`src/verilog/ppcs_pkg.sv`:
```
// Constants and types for the channel polarity and clock source block
// Overview of operation
// - Six start-level bits at positions 5 to 0 set each channel's starting level on its own.
// - A start-level bit of 1 makes the output high at period start and low once duty is reached.
// - A start-level bit of 0 makes the output low at period start and high once duty is reached.
// - Start-level bits read and write at any time and may act mid-period.
// - Channels 0, 1, 4 and 5 take the first prescaled clock on 0 and the first scaled clock on 1.
// - Channels 2 and 3 take the second prescaled clock on 0 and the second scaled clock on 1.
// - Each source choice bit sits at its channel number, a choice between two sources.
// - Source choice bits read and write at any time and may act mid-period.
// - Each prescaled clock is the bus clock over a power of two from 1 to 128, set by 3 bits.
// - A newly enabled channel's waveform starts only at the next tick of its chosen source.
package ppcs_pkg;
  localparam int          NUM_CH          = 6;
  localparam int          RATE_W          = 3;
  localparam int          CNT_W           = 8;
  localparam logic [11:0] ADDR_POLARITY   = 12'h000;
  localparam logic [11:0] ADDR_CLK_SOURCE = 12'h004;
  localparam logic [11:0] ADDR_RATES      = 12'h008;
  localparam logic [11:0] ADDR_ENABLE     = 12'h00C;
  localparam logic [11:0] ADDR_PERIOD0    = 12'h010;
  localparam logic [11:0] ADDR_DUTY0      = 12'h030;
  localparam logic [11:0] ADDR_STATUS     = 12'h050;
  localparam logic [5:0]  CH_MASK         = 6'h3F;
  localparam logic [5:0]  SECOND_GROUP    = 6'h0C;
  localparam int          RATE_B_LSB      = 4;
  localparam logic [1:0]  HTRANS_NONSEQ   = 2'h2;
  localparam logic [2:0]  HSIZE_WORD      = 3'h2;
  localparam logic [6:0]  PRE_RESET       = 7'h00;

  typedef struct packed {
    logic        sel;
    logic        write;
    logic [11:0] addr;
  } ppcs_req_t;
endpackage

```
`src/verilog/ppcs_top.sv`:
```
// Polarity, clock source and per-channel waveform logic behind an AHB-Lite slave
`timescale 1ns/1ns
`default_nettype none
module ppcs_top #(
  parameter int NCH = ppcs_pkg::NUM_CH
) (
  input  wire logic        hclk,
  input  wire logic        hresetn,
  input  wire logic        hsel,
  input  wire logic [31:0] haddr,
  input  wire logic [1:0]  htrans,
  input  wire logic        hwrite,
  input  wire logic [2:0]  hsize,
  input  wire logic        hready,
  input  wire logic [31:0] hwdata,
  input  wire logic        first_scaled_clock,
  input  wire logic        second_scaled_clock,
  output logic      [31:0] hrdata,
  output logic             hreadyout,
  output logic             hresp,
  output logic      [5:0]  pwm_out
);
  typedef logic [ppcs_pkg::CNT_W-1:0] ppcs_cnt_t;

  logic [5:0]  channel_polarity_reg, channel_polarity_next;
  logic [5:0]  channel_clock_source_reg, channel_clock_source_next;
  logic [5:0]  channel_enable_reg, channel_enable_next;
  logic [6:0]  rates_reg, rates_next;
  ppcs_cnt_t   period_reg [NCH];
  ppcs_cnt_t   period_next [NCH];
  ppcs_cnt_t   duty_reg [NCH];
  ppcs_cnt_t   duty_next [NCH];
  ppcs_cnt_t   count_reg [NCH];
  ppcs_cnt_t   count_next [NCH];
  logic [5:0]  running_reg, running_next;
  logic [5:0]  pwm_reg, pwm_next;
  logic [6:0]  pre_reg, pre_next;
  logic [6:0]  pre_prev_reg;
  logic [2:0]  sa_sync_reg, sb_sync_reg;
  logic        tick_a, tick_b, tick_sa, tick_sb;
  logic        sa_level_reg, sa_level_next;
  logic        sb_level_reg, sb_level_next;
  logic [5:0]  ch_tick;
  logic [31:0] rdata_reg, rdata_next;
  ppcs_pkg::ppcs_req_t req_reg, req_next;

  // Prescaled tick: rising edge of divider bit for rate 1..7, every cycle for rate 0
  function automatic logic pre_tick(input logic [2:0] rate, input logic [6:0] cur,
                                    input logic [6:0] prev);
    if (rate == 3'h0)
      pre_tick = 1'b1;
    else
      pre_tick = cur[rate-3'h1] & ~prev[rate-3'h1];
  endfunction

  // Scaled clocks come from another divider; three flops, edge on agreeing pair
  always_ff @(posedge hclk or negedge hresetn) begin
    if (!hresetn) begin
      sa_sync_reg  <= 3'h0;
      sb_sync_reg  <= 3'h0;
      sa_level_reg <= 1'b0;
      sb_level_reg <= 1'b0;
      pre_reg      <= ppcs_pkg::PRE_RESET;
      pre_prev_reg <= ppcs_pkg::PRE_RESET;
    end else begin
      sa_sync_reg  <= {sa_sync_reg[1:0], first_scaled_clock};
      sb_sync_reg  <= {sb_sync_reg[1:0], second_scaled_clock};
      sa_level_reg <= sa_level_next;
      sb_level_reg <= sb_level_next;
      pre_reg      <= pre_next;
      pre_prev_reg <= pre_reg;
    end
  end

  always_comb begin
    // Prescaler idles when no channel is enabled
    pre_next = (|channel_enable_reg) ? 7'(pre_reg + 7'h01) : ppcs_pkg::PRE_RESET;
    tick_a  = (|channel_enable_reg) &
              pre_tick(rates_reg[2:0], pre_reg, pre_prev_reg);
    tick_b  = (|channel_enable_reg) &
              pre_tick(rates_reg[6:4], pre_reg, pre_prev_reg);
    // Level follows the pin only once the last two flops agree
    sa_level_next = (sa_sync_reg[1] == sa_sync_reg[2]) ? sa_sync_reg[2] : sa_level_reg;
    sb_level_next = (sb_sync_reg[1] == sb_sync_reg[2]) ? sb_sync_reg[2] : sb_level_reg;
    tick_sa = sa_level_next & ~sa_level_reg;
    tick_sb = sb_level_next & ~sb_level_reg;
    for (int i = 0; i < NCH; i++) begin
      if (ppcs_pkg::SECOND_GROUP[i])
        ch_tick[i] = channel_clock_source_reg[i] ? tick_sb : tick_b;
      else
        ch_tick[i] = channel_clock_source_reg[i] ? tick_sa : tick_a;
    end
  end

  // Channel counters, left aligned
  always_comb begin
    running_next = running_reg;
    pwm_next     = pwm_reg;
    for (int i = 0; i < NCH; i++) begin
      count_next[i] = count_reg[i];
      if (!channel_enable_reg[i]) begin
        running_next[i] = 1'b0;
        count_next[i]   = '0;
        pwm_next[i]     = 1'b0;
      end else if (ch_tick[i]) begin
        running_next[i] = 1'b1;
        if (!running_reg[i] || count_reg[i] >= 8'(period_reg[i] - 8'h01))
          count_next[i] = '0;
        else
          count_next[i] = 8'(count_reg[i] + 8'h01);
      end
      if (running_next[i]) begin
        // Polarity applied live so a change acts at once
        if (count_next[i] < duty_reg[i])
          pwm_next[i] = channel_polarity_reg[i];
        else
          pwm_next[i] = ~channel_polarity_reg[i];
      end
    end
  end

  always_ff @(posedge hclk or negedge hresetn) begin
    if (!hresetn) begin
      running_reg <= 6'h00;
      pwm_reg     <= 6'h00;
      for (int i = 0; i < NCH; i++) count_reg[i] <= '0;
    end else begin
      running_reg <= running_next;
      pwm_reg     <= pwm_next;
      for (int i = 0; i < NCH; i++) count_reg[i] <= count_next[i];
    end
  end

  // AHB-Lite slave: zero wait states
  always_comb begin
    logic [11:0] a;
    a = req_reg.addr;
    req_next.sel   = hsel & hready & (htrans == ppcs_pkg::HTRANS_NONSEQ);
    req_next.write = hwrite;
    req_next.addr  = haddr[11:0];
    channel_polarity_next     = channel_polarity_reg;
    channel_clock_source_next = channel_clock_source_reg;
    channel_enable_next       = channel_enable_reg;
    rates_next                = rates_reg;
    for (int i = 0; i < NCH; i++) begin
      period_next[i] = period_reg[i];
      duty_next[i]   = duty_reg[i];
    end
    if (req_reg.sel && req_reg.write) begin
      unique case (a)
        ppcs_pkg::ADDR_POLARITY:   channel_polarity_next = hwdata[5:0];
        ppcs_pkg::ADDR_CLK_SOURCE: channel_clock_source_next = hwdata[5:0];
        ppcs_pkg::ADDR_ENABLE:     channel_enable_next = hwdata[5:0];
        ppcs_pkg::ADDR_RATES:      rates_next = {hwdata[6:4], 1'b0, hwdata[2:0]};
        default: begin
          for (int i = 0; i < NCH; i++) begin
            if (a == 12'(ppcs_pkg::ADDR_PERIOD0 + 12'(4 * i)))
              period_next[i] = hwdata[7:0];
            if (a == 12'(ppcs_pkg::ADDR_DUTY0 + 12'(4 * i)))
              duty_next[i] = hwdata[7:0];
          end
        end
      endcase
    end
    rdata_next = 32'h0000_0000;
    if (req_next.sel && !hwrite) begin
      unique case (haddr[11:0])
        ppcs_pkg::ADDR_POLARITY:   rdata_next = {26'h0, channel_polarity_next};
        ppcs_pkg::ADDR_CLK_SOURCE: rdata_next = {26'h0, channel_clock_source_next};
        ppcs_pkg::ADDR_ENABLE:     rdata_next = {26'h0, channel_enable_next};
        ppcs_pkg::ADDR_RATES:      rdata_next = {25'h0, rates_next};
        ppcs_pkg::ADDR_STATUS:     rdata_next = {26'h0, running_next};
        default: begin
          for (int i = 0; i < NCH; i++) begin
            if (haddr[11:0] == 12'(ppcs_pkg::ADDR_PERIOD0 + 12'(4 * i)))
              rdata_next = {24'h0, period_next[i]};
            if (haddr[11:0] == 12'(ppcs_pkg::ADDR_DUTY0 + 12'(4 * i)))
              rdata_next = {24'h0, duty_next[i]};
          end
        end
      endcase
    end
  end

  always_ff @(posedge hclk or negedge hresetn) begin
    if (!hresetn) begin
      req_reg                  <= '0;
      rdata_reg                <= 32'h0000_0000;
      channel_polarity_reg     <= 6'h00;
      channel_clock_source_reg <= 6'h00;
      channel_enable_reg       <= 6'h00;
      rates_reg                <= 7'h00;
      for (int i = 0; i < NCH; i++) begin
        period_reg[i] <= '0;
        duty_reg[i]   <= '0;
      end
    end else begin
      req_reg                  <= req_next;
      rdata_reg                <= rdata_next;
      channel_polarity_reg     <= channel_polarity_next;
      channel_clock_source_reg <= channel_clock_source_next;
      channel_enable_reg       <= channel_enable_next;
      rates_reg                <= rates_next;
      for (int i = 0; i < NCH; i++) begin
        period_reg[i] <= period_next[i];
        duty_reg[i]   <= duty_next[i];
      end
    end
  end

  always_comb begin
    hrdata    = rdata_reg;
    hreadyout = 1'b1;
    hresp     = 1'b0;
    pwm_out   = pwm_reg;
  end
endmodule
`default_nettype wire

```
`config.mk`:
```
export PLATFORM = sky130hd
export DESIGN_NAME = ppcs_top
export DESIGN_NICKNAME = d
export VERILOG_FILES = /design/src/verilog/ppcs_pkg.sv /design/src/verilog/ppcs_top.sv
export SDC_FILE = /design/constraint.sdc
export NUM_CORES = 1
export LEC_CHECK = 0
export ABC_CLOCK_PERIOD_IN_PS = 5300
export BUFFER_PORTS_ARGS = -buffer_cell sky130_fd_sc_hd__buf_4
export CAP_MARGIN = 0
export CORE_ASPECT_RATIO = 1.25
export CORE_UTILIZATION = 61
export DETAILED_ROUTE_END_ITERATION = 8
export GPL_TIMING_DRIVEN = 0
export PLACE_DENSITY = 0.8
export SETUP_SLACK_MARGIN = 0.05
export SYNTH_ARGS = -nofsm -noshare
export SYNTH_HDL_FRONTEND = slang
export SYNTH_SLANG_ARGS = --single-unit
export TNS_END_PERCENT = 5
```
`constraint.sdc`:
```
create_clock -name hclk -period 5.3 [get_ports hclk]
set_input_delay 0.795 -clock hclk [delete_from_list [all_inputs] [get_ports hclk]]
set_output_delay 0.795 -clock hclk [all_outputs]
set_load 0.03 [all_outputs]
```
==> flow_summary.toml <==
[global_route]
antenna_found_initial = 0
grt_overflow = 0
grt_max_degree = 118
grt_first_pass_wirelength_mm = 58.00
grt_usage = 0.3314
grt_pass1_vias = 10920

[logic_synthesis]
synth_compound_area_frac = 0.1119
synth_area_leader_cell = "dfrtp_1"
synth_edf_count = 0
synth_fa_ha_area_frac = 0.09951
synth_ff_type = "dfrtp_1"
synth_top_family_by_area = "simple AND/OR/NAND/NOR gates"
synth.avg_cell_area_sq_um = 10.11
synth_seq_area_share = 0.4124
yosysWarnings = 0
async_reset_ff_frac = 1.000
ys_ff_latch = 225
synth-xor-area-share = 0.05067
synth.area.mux_share = 0.08971
post_synth_num_cell_types = 82
netlist_instances = 1350
synthTopCellsByArea = "dfrtp_1 (41%), ha_1 (9.8%), mux2_2 (6.9%)"
syn_area_sq_um = 13650
yosysTopAreaCellShare = 0.4124
synthSimpleGateAreaFrac = 0.1828

[floorplanning]
placementRows = 60
fp.dieH_um = 169.3
die_area_sq_um = 22990
core_area_sq_um = 21770
initial_utilization = 0.6272
die_w_um = 135.8
pin_count = 116

[critical_path]
crit_path_end = "pwm_out[0]$_DFFE_PN0P_"
path_depth = 14
path_class = "reg2reg"
cpMaxStageDelayCell = "o41ai_2"
ff2ff_path_depth = 14
r2r_start = "rates_reg[0]$_DFF_PN0_"
cp.required_ns = 5.74
path_cells = "inv_1 -> ha_1 -> or3b_1 -> a21oi_1 -> o32ai_2 -> o41ai_2 -> inv_1 -> o21ai_1 -> nor2_1 -> ha_1 -> a2111oi_0 -> a221o_1 -> a31oi_1 -> o211ai_1"
startpoint_type = "register"
cp_top_family = "compound AO/OA/AOI/OAI gates"
slowest_delay_ns = 0.83
r2r_setup_slack_ns = 0.34
crit_path_end_kind = "register"
arrival_ns = 5.40
crit_fanout = 8
worst_r2r_endpoint = "pwm_out[0]$_DFFE_PN0P_"
critPathBufInv = 2
critical_path.startpoint = "rates_reg[0]$_DFF_PN0_"

[sta]
tns_ns = 0
skew_ns = 0.01478
rsz0062_at_grt = "true"
worst_pin_slew_ns = 1.295
setup-violations-final = 0
fin_crit_sh = 0.9362
fmax_ghz = 0.2015
hold_viol = 0
maxSlewViolCount = 0
min_period_ns = 4.962
fin_ws_ns = 0.3383
slew_headroom = 0.1244

[clock_tree]
root_buffer = "clkbuf_16"
cts_buffers = 24
clockBufferDepth = 3
insertion_delay_ns = 0.53
clock-sinks = 225
htreeDepth = 1
hold_buffers = 0
cts_tree = "yes"
cts.reportedPaths.clkPinSlew_ns = 0.06

[final_layout]
final_common_cell = "dfrtp_1"
layout-drive-gt1-share = 0.1687
final_cell_mix = "dfrtp_1 (225), nand2_1 (110), ha_1 (107)"
synthToLayoutAreaGrowth_pct = 11.94
fill_cells = 1630
finalNetCount = 1626
final_util = 0.7021
antennaDiodeCount = 0
fin_cells = 1737

[placement]
globalplace.congestion = 0.9616
place_ws_ns = 0.4311
numPortBuffers = 42
hpwlAfterDp_mm = 27.53
dpl.cell_count = 1696

[route]
wire_per_inst_um = 21.03
vias = 10770
ant_nets = 0
drt_wl_total_mm = 36.53
drt-initial-drc-count = 798
drcViolationCount = 0
firstDrtPassIters = 6
drt-vias-per-instance = 6.203

[power_and_ir_drop]
powerDensity_nw_per_um2 = 283.2
finalPower_mw = 4.329
p_leak_nw = 6.978
peakVddDrop_mv = 0.3341

[outcome]
status = "finished, final reports clean"

[hold_path]
min_path_type = "in2async"

[flow_run]
maxCapViolations = 0
==> power by group <==
part / switching [mW] / leakage, nW / internal (mW) / total (mW)
Combinational: 0.375 / 3.82 / 0.246 / 0.622
Sequential: 0.105 / 2.75 / 1.83 / 1.93
Clock: 0.690 / 0.404 / 1.09 / 1.78
Total: 1.17 / 6.98 / 3.16 / 4.33
==> cells by family (layout without fill, tap and decap cells) <==
logic type | Yosys count | count (layout)
xor+xnor | 79 | 79
fa+ha+maj | 109 | 109
mux | 108 | 108
flops | 225 | 225
simple gates | 458 | 458
buf+inv | 153 | 237
other cells | 2 | 26
compound gates | 216 | 216
==> synth_stat cells, drive strengths merged (19+ instances only) <==
cell type / number
nand4: 42
buf: 42
nor2: 103
ha: 107
mux2: 89
xnor2: 34
inv: 93
and2: 19
nor3: 34
nand2: 110
nand3: 40
a21oi: 37
xor2: 45
dfrtp: 225
o21ai: 64
==> through the flow <==
step | hold WS (ns) | cell area [sq um]
floorplan | 0.3312 | 13740
global placement | 0.3337 | 14410
detailed placement | 0.3385 | 14440
CTS | 0.3528 | 15270
global route | 0.3526 | 15280
finish | 0.3052 | 15280
==> final cells by class <==
type                    instances  area (sq um)  area share
clock buffers                  36         726.9     0.04756
repair buffers                 43         350.3     0.02292
multi-input cells             996          7408      0.4847
inverters                      93         349.1     0.02284
flip-flops and latches        225          5630      0.3684
well taps                     279         349.1     0.02284
plain buffers                  60         367.9     0.02407
clock inverters                 5         102.6    0.006712
==> timing repair <==
item	4_1_cts	5_1_grt
setup endpoints to repair	0	1
resized for setup	0	1
buffers inserted	0	0
==> layer usage <==
| metal | wire [um] | track usage | vias to the layer above |
|---|---|---|---|
| met5 | 0 | 0 | - |
| met3 | 2534 | 0.05167 | 116 |
| met1 | 14380 | 0.4069 | 5207 |
| met4 | 2054 | 0.1759 | 0 |
| met2 | 17570 | 0.5583 | 438 |
| li1 | - | - | 5013 |
==> worst min-delay path by stage <==
| stage | from | end | slack (ns) | cells past startpoint |
|---|---|---|---|---|
| floorplan | sa_sync_reg[0]$_DFF_PN0_ | sa_sync_reg[1]$_DFF_PN0_ | 0.33 | 0 |
| global placement | sb_sync_reg[0]$_DFF_PN0_ | sb_sync_reg[1]$_DFF_PN0_ | 0.33 | 0 |
| detailed placement | sb_sync_reg[0]$_DFF_PN0_ | sb_sync_reg[1]$_DFF_PN0_ | 0.34 | 0 |
| CTS | sb_sync_reg[0]$_DFF_PN0_ | sb_sync_reg[1]$_DFF_PN0_ | 0.35 | 0 |
| global route | sb_sync_reg[0]$_DFF_PN0_ | sb_sync_reg[1]$_DFF_PN0_ | 0.35 | 0 |
| finish | hresetn | pwm_out[0]$_DFFE_PN0P_ | 0.31 | 1 |
Note: power is estimated with default switching activity, not from simulation.
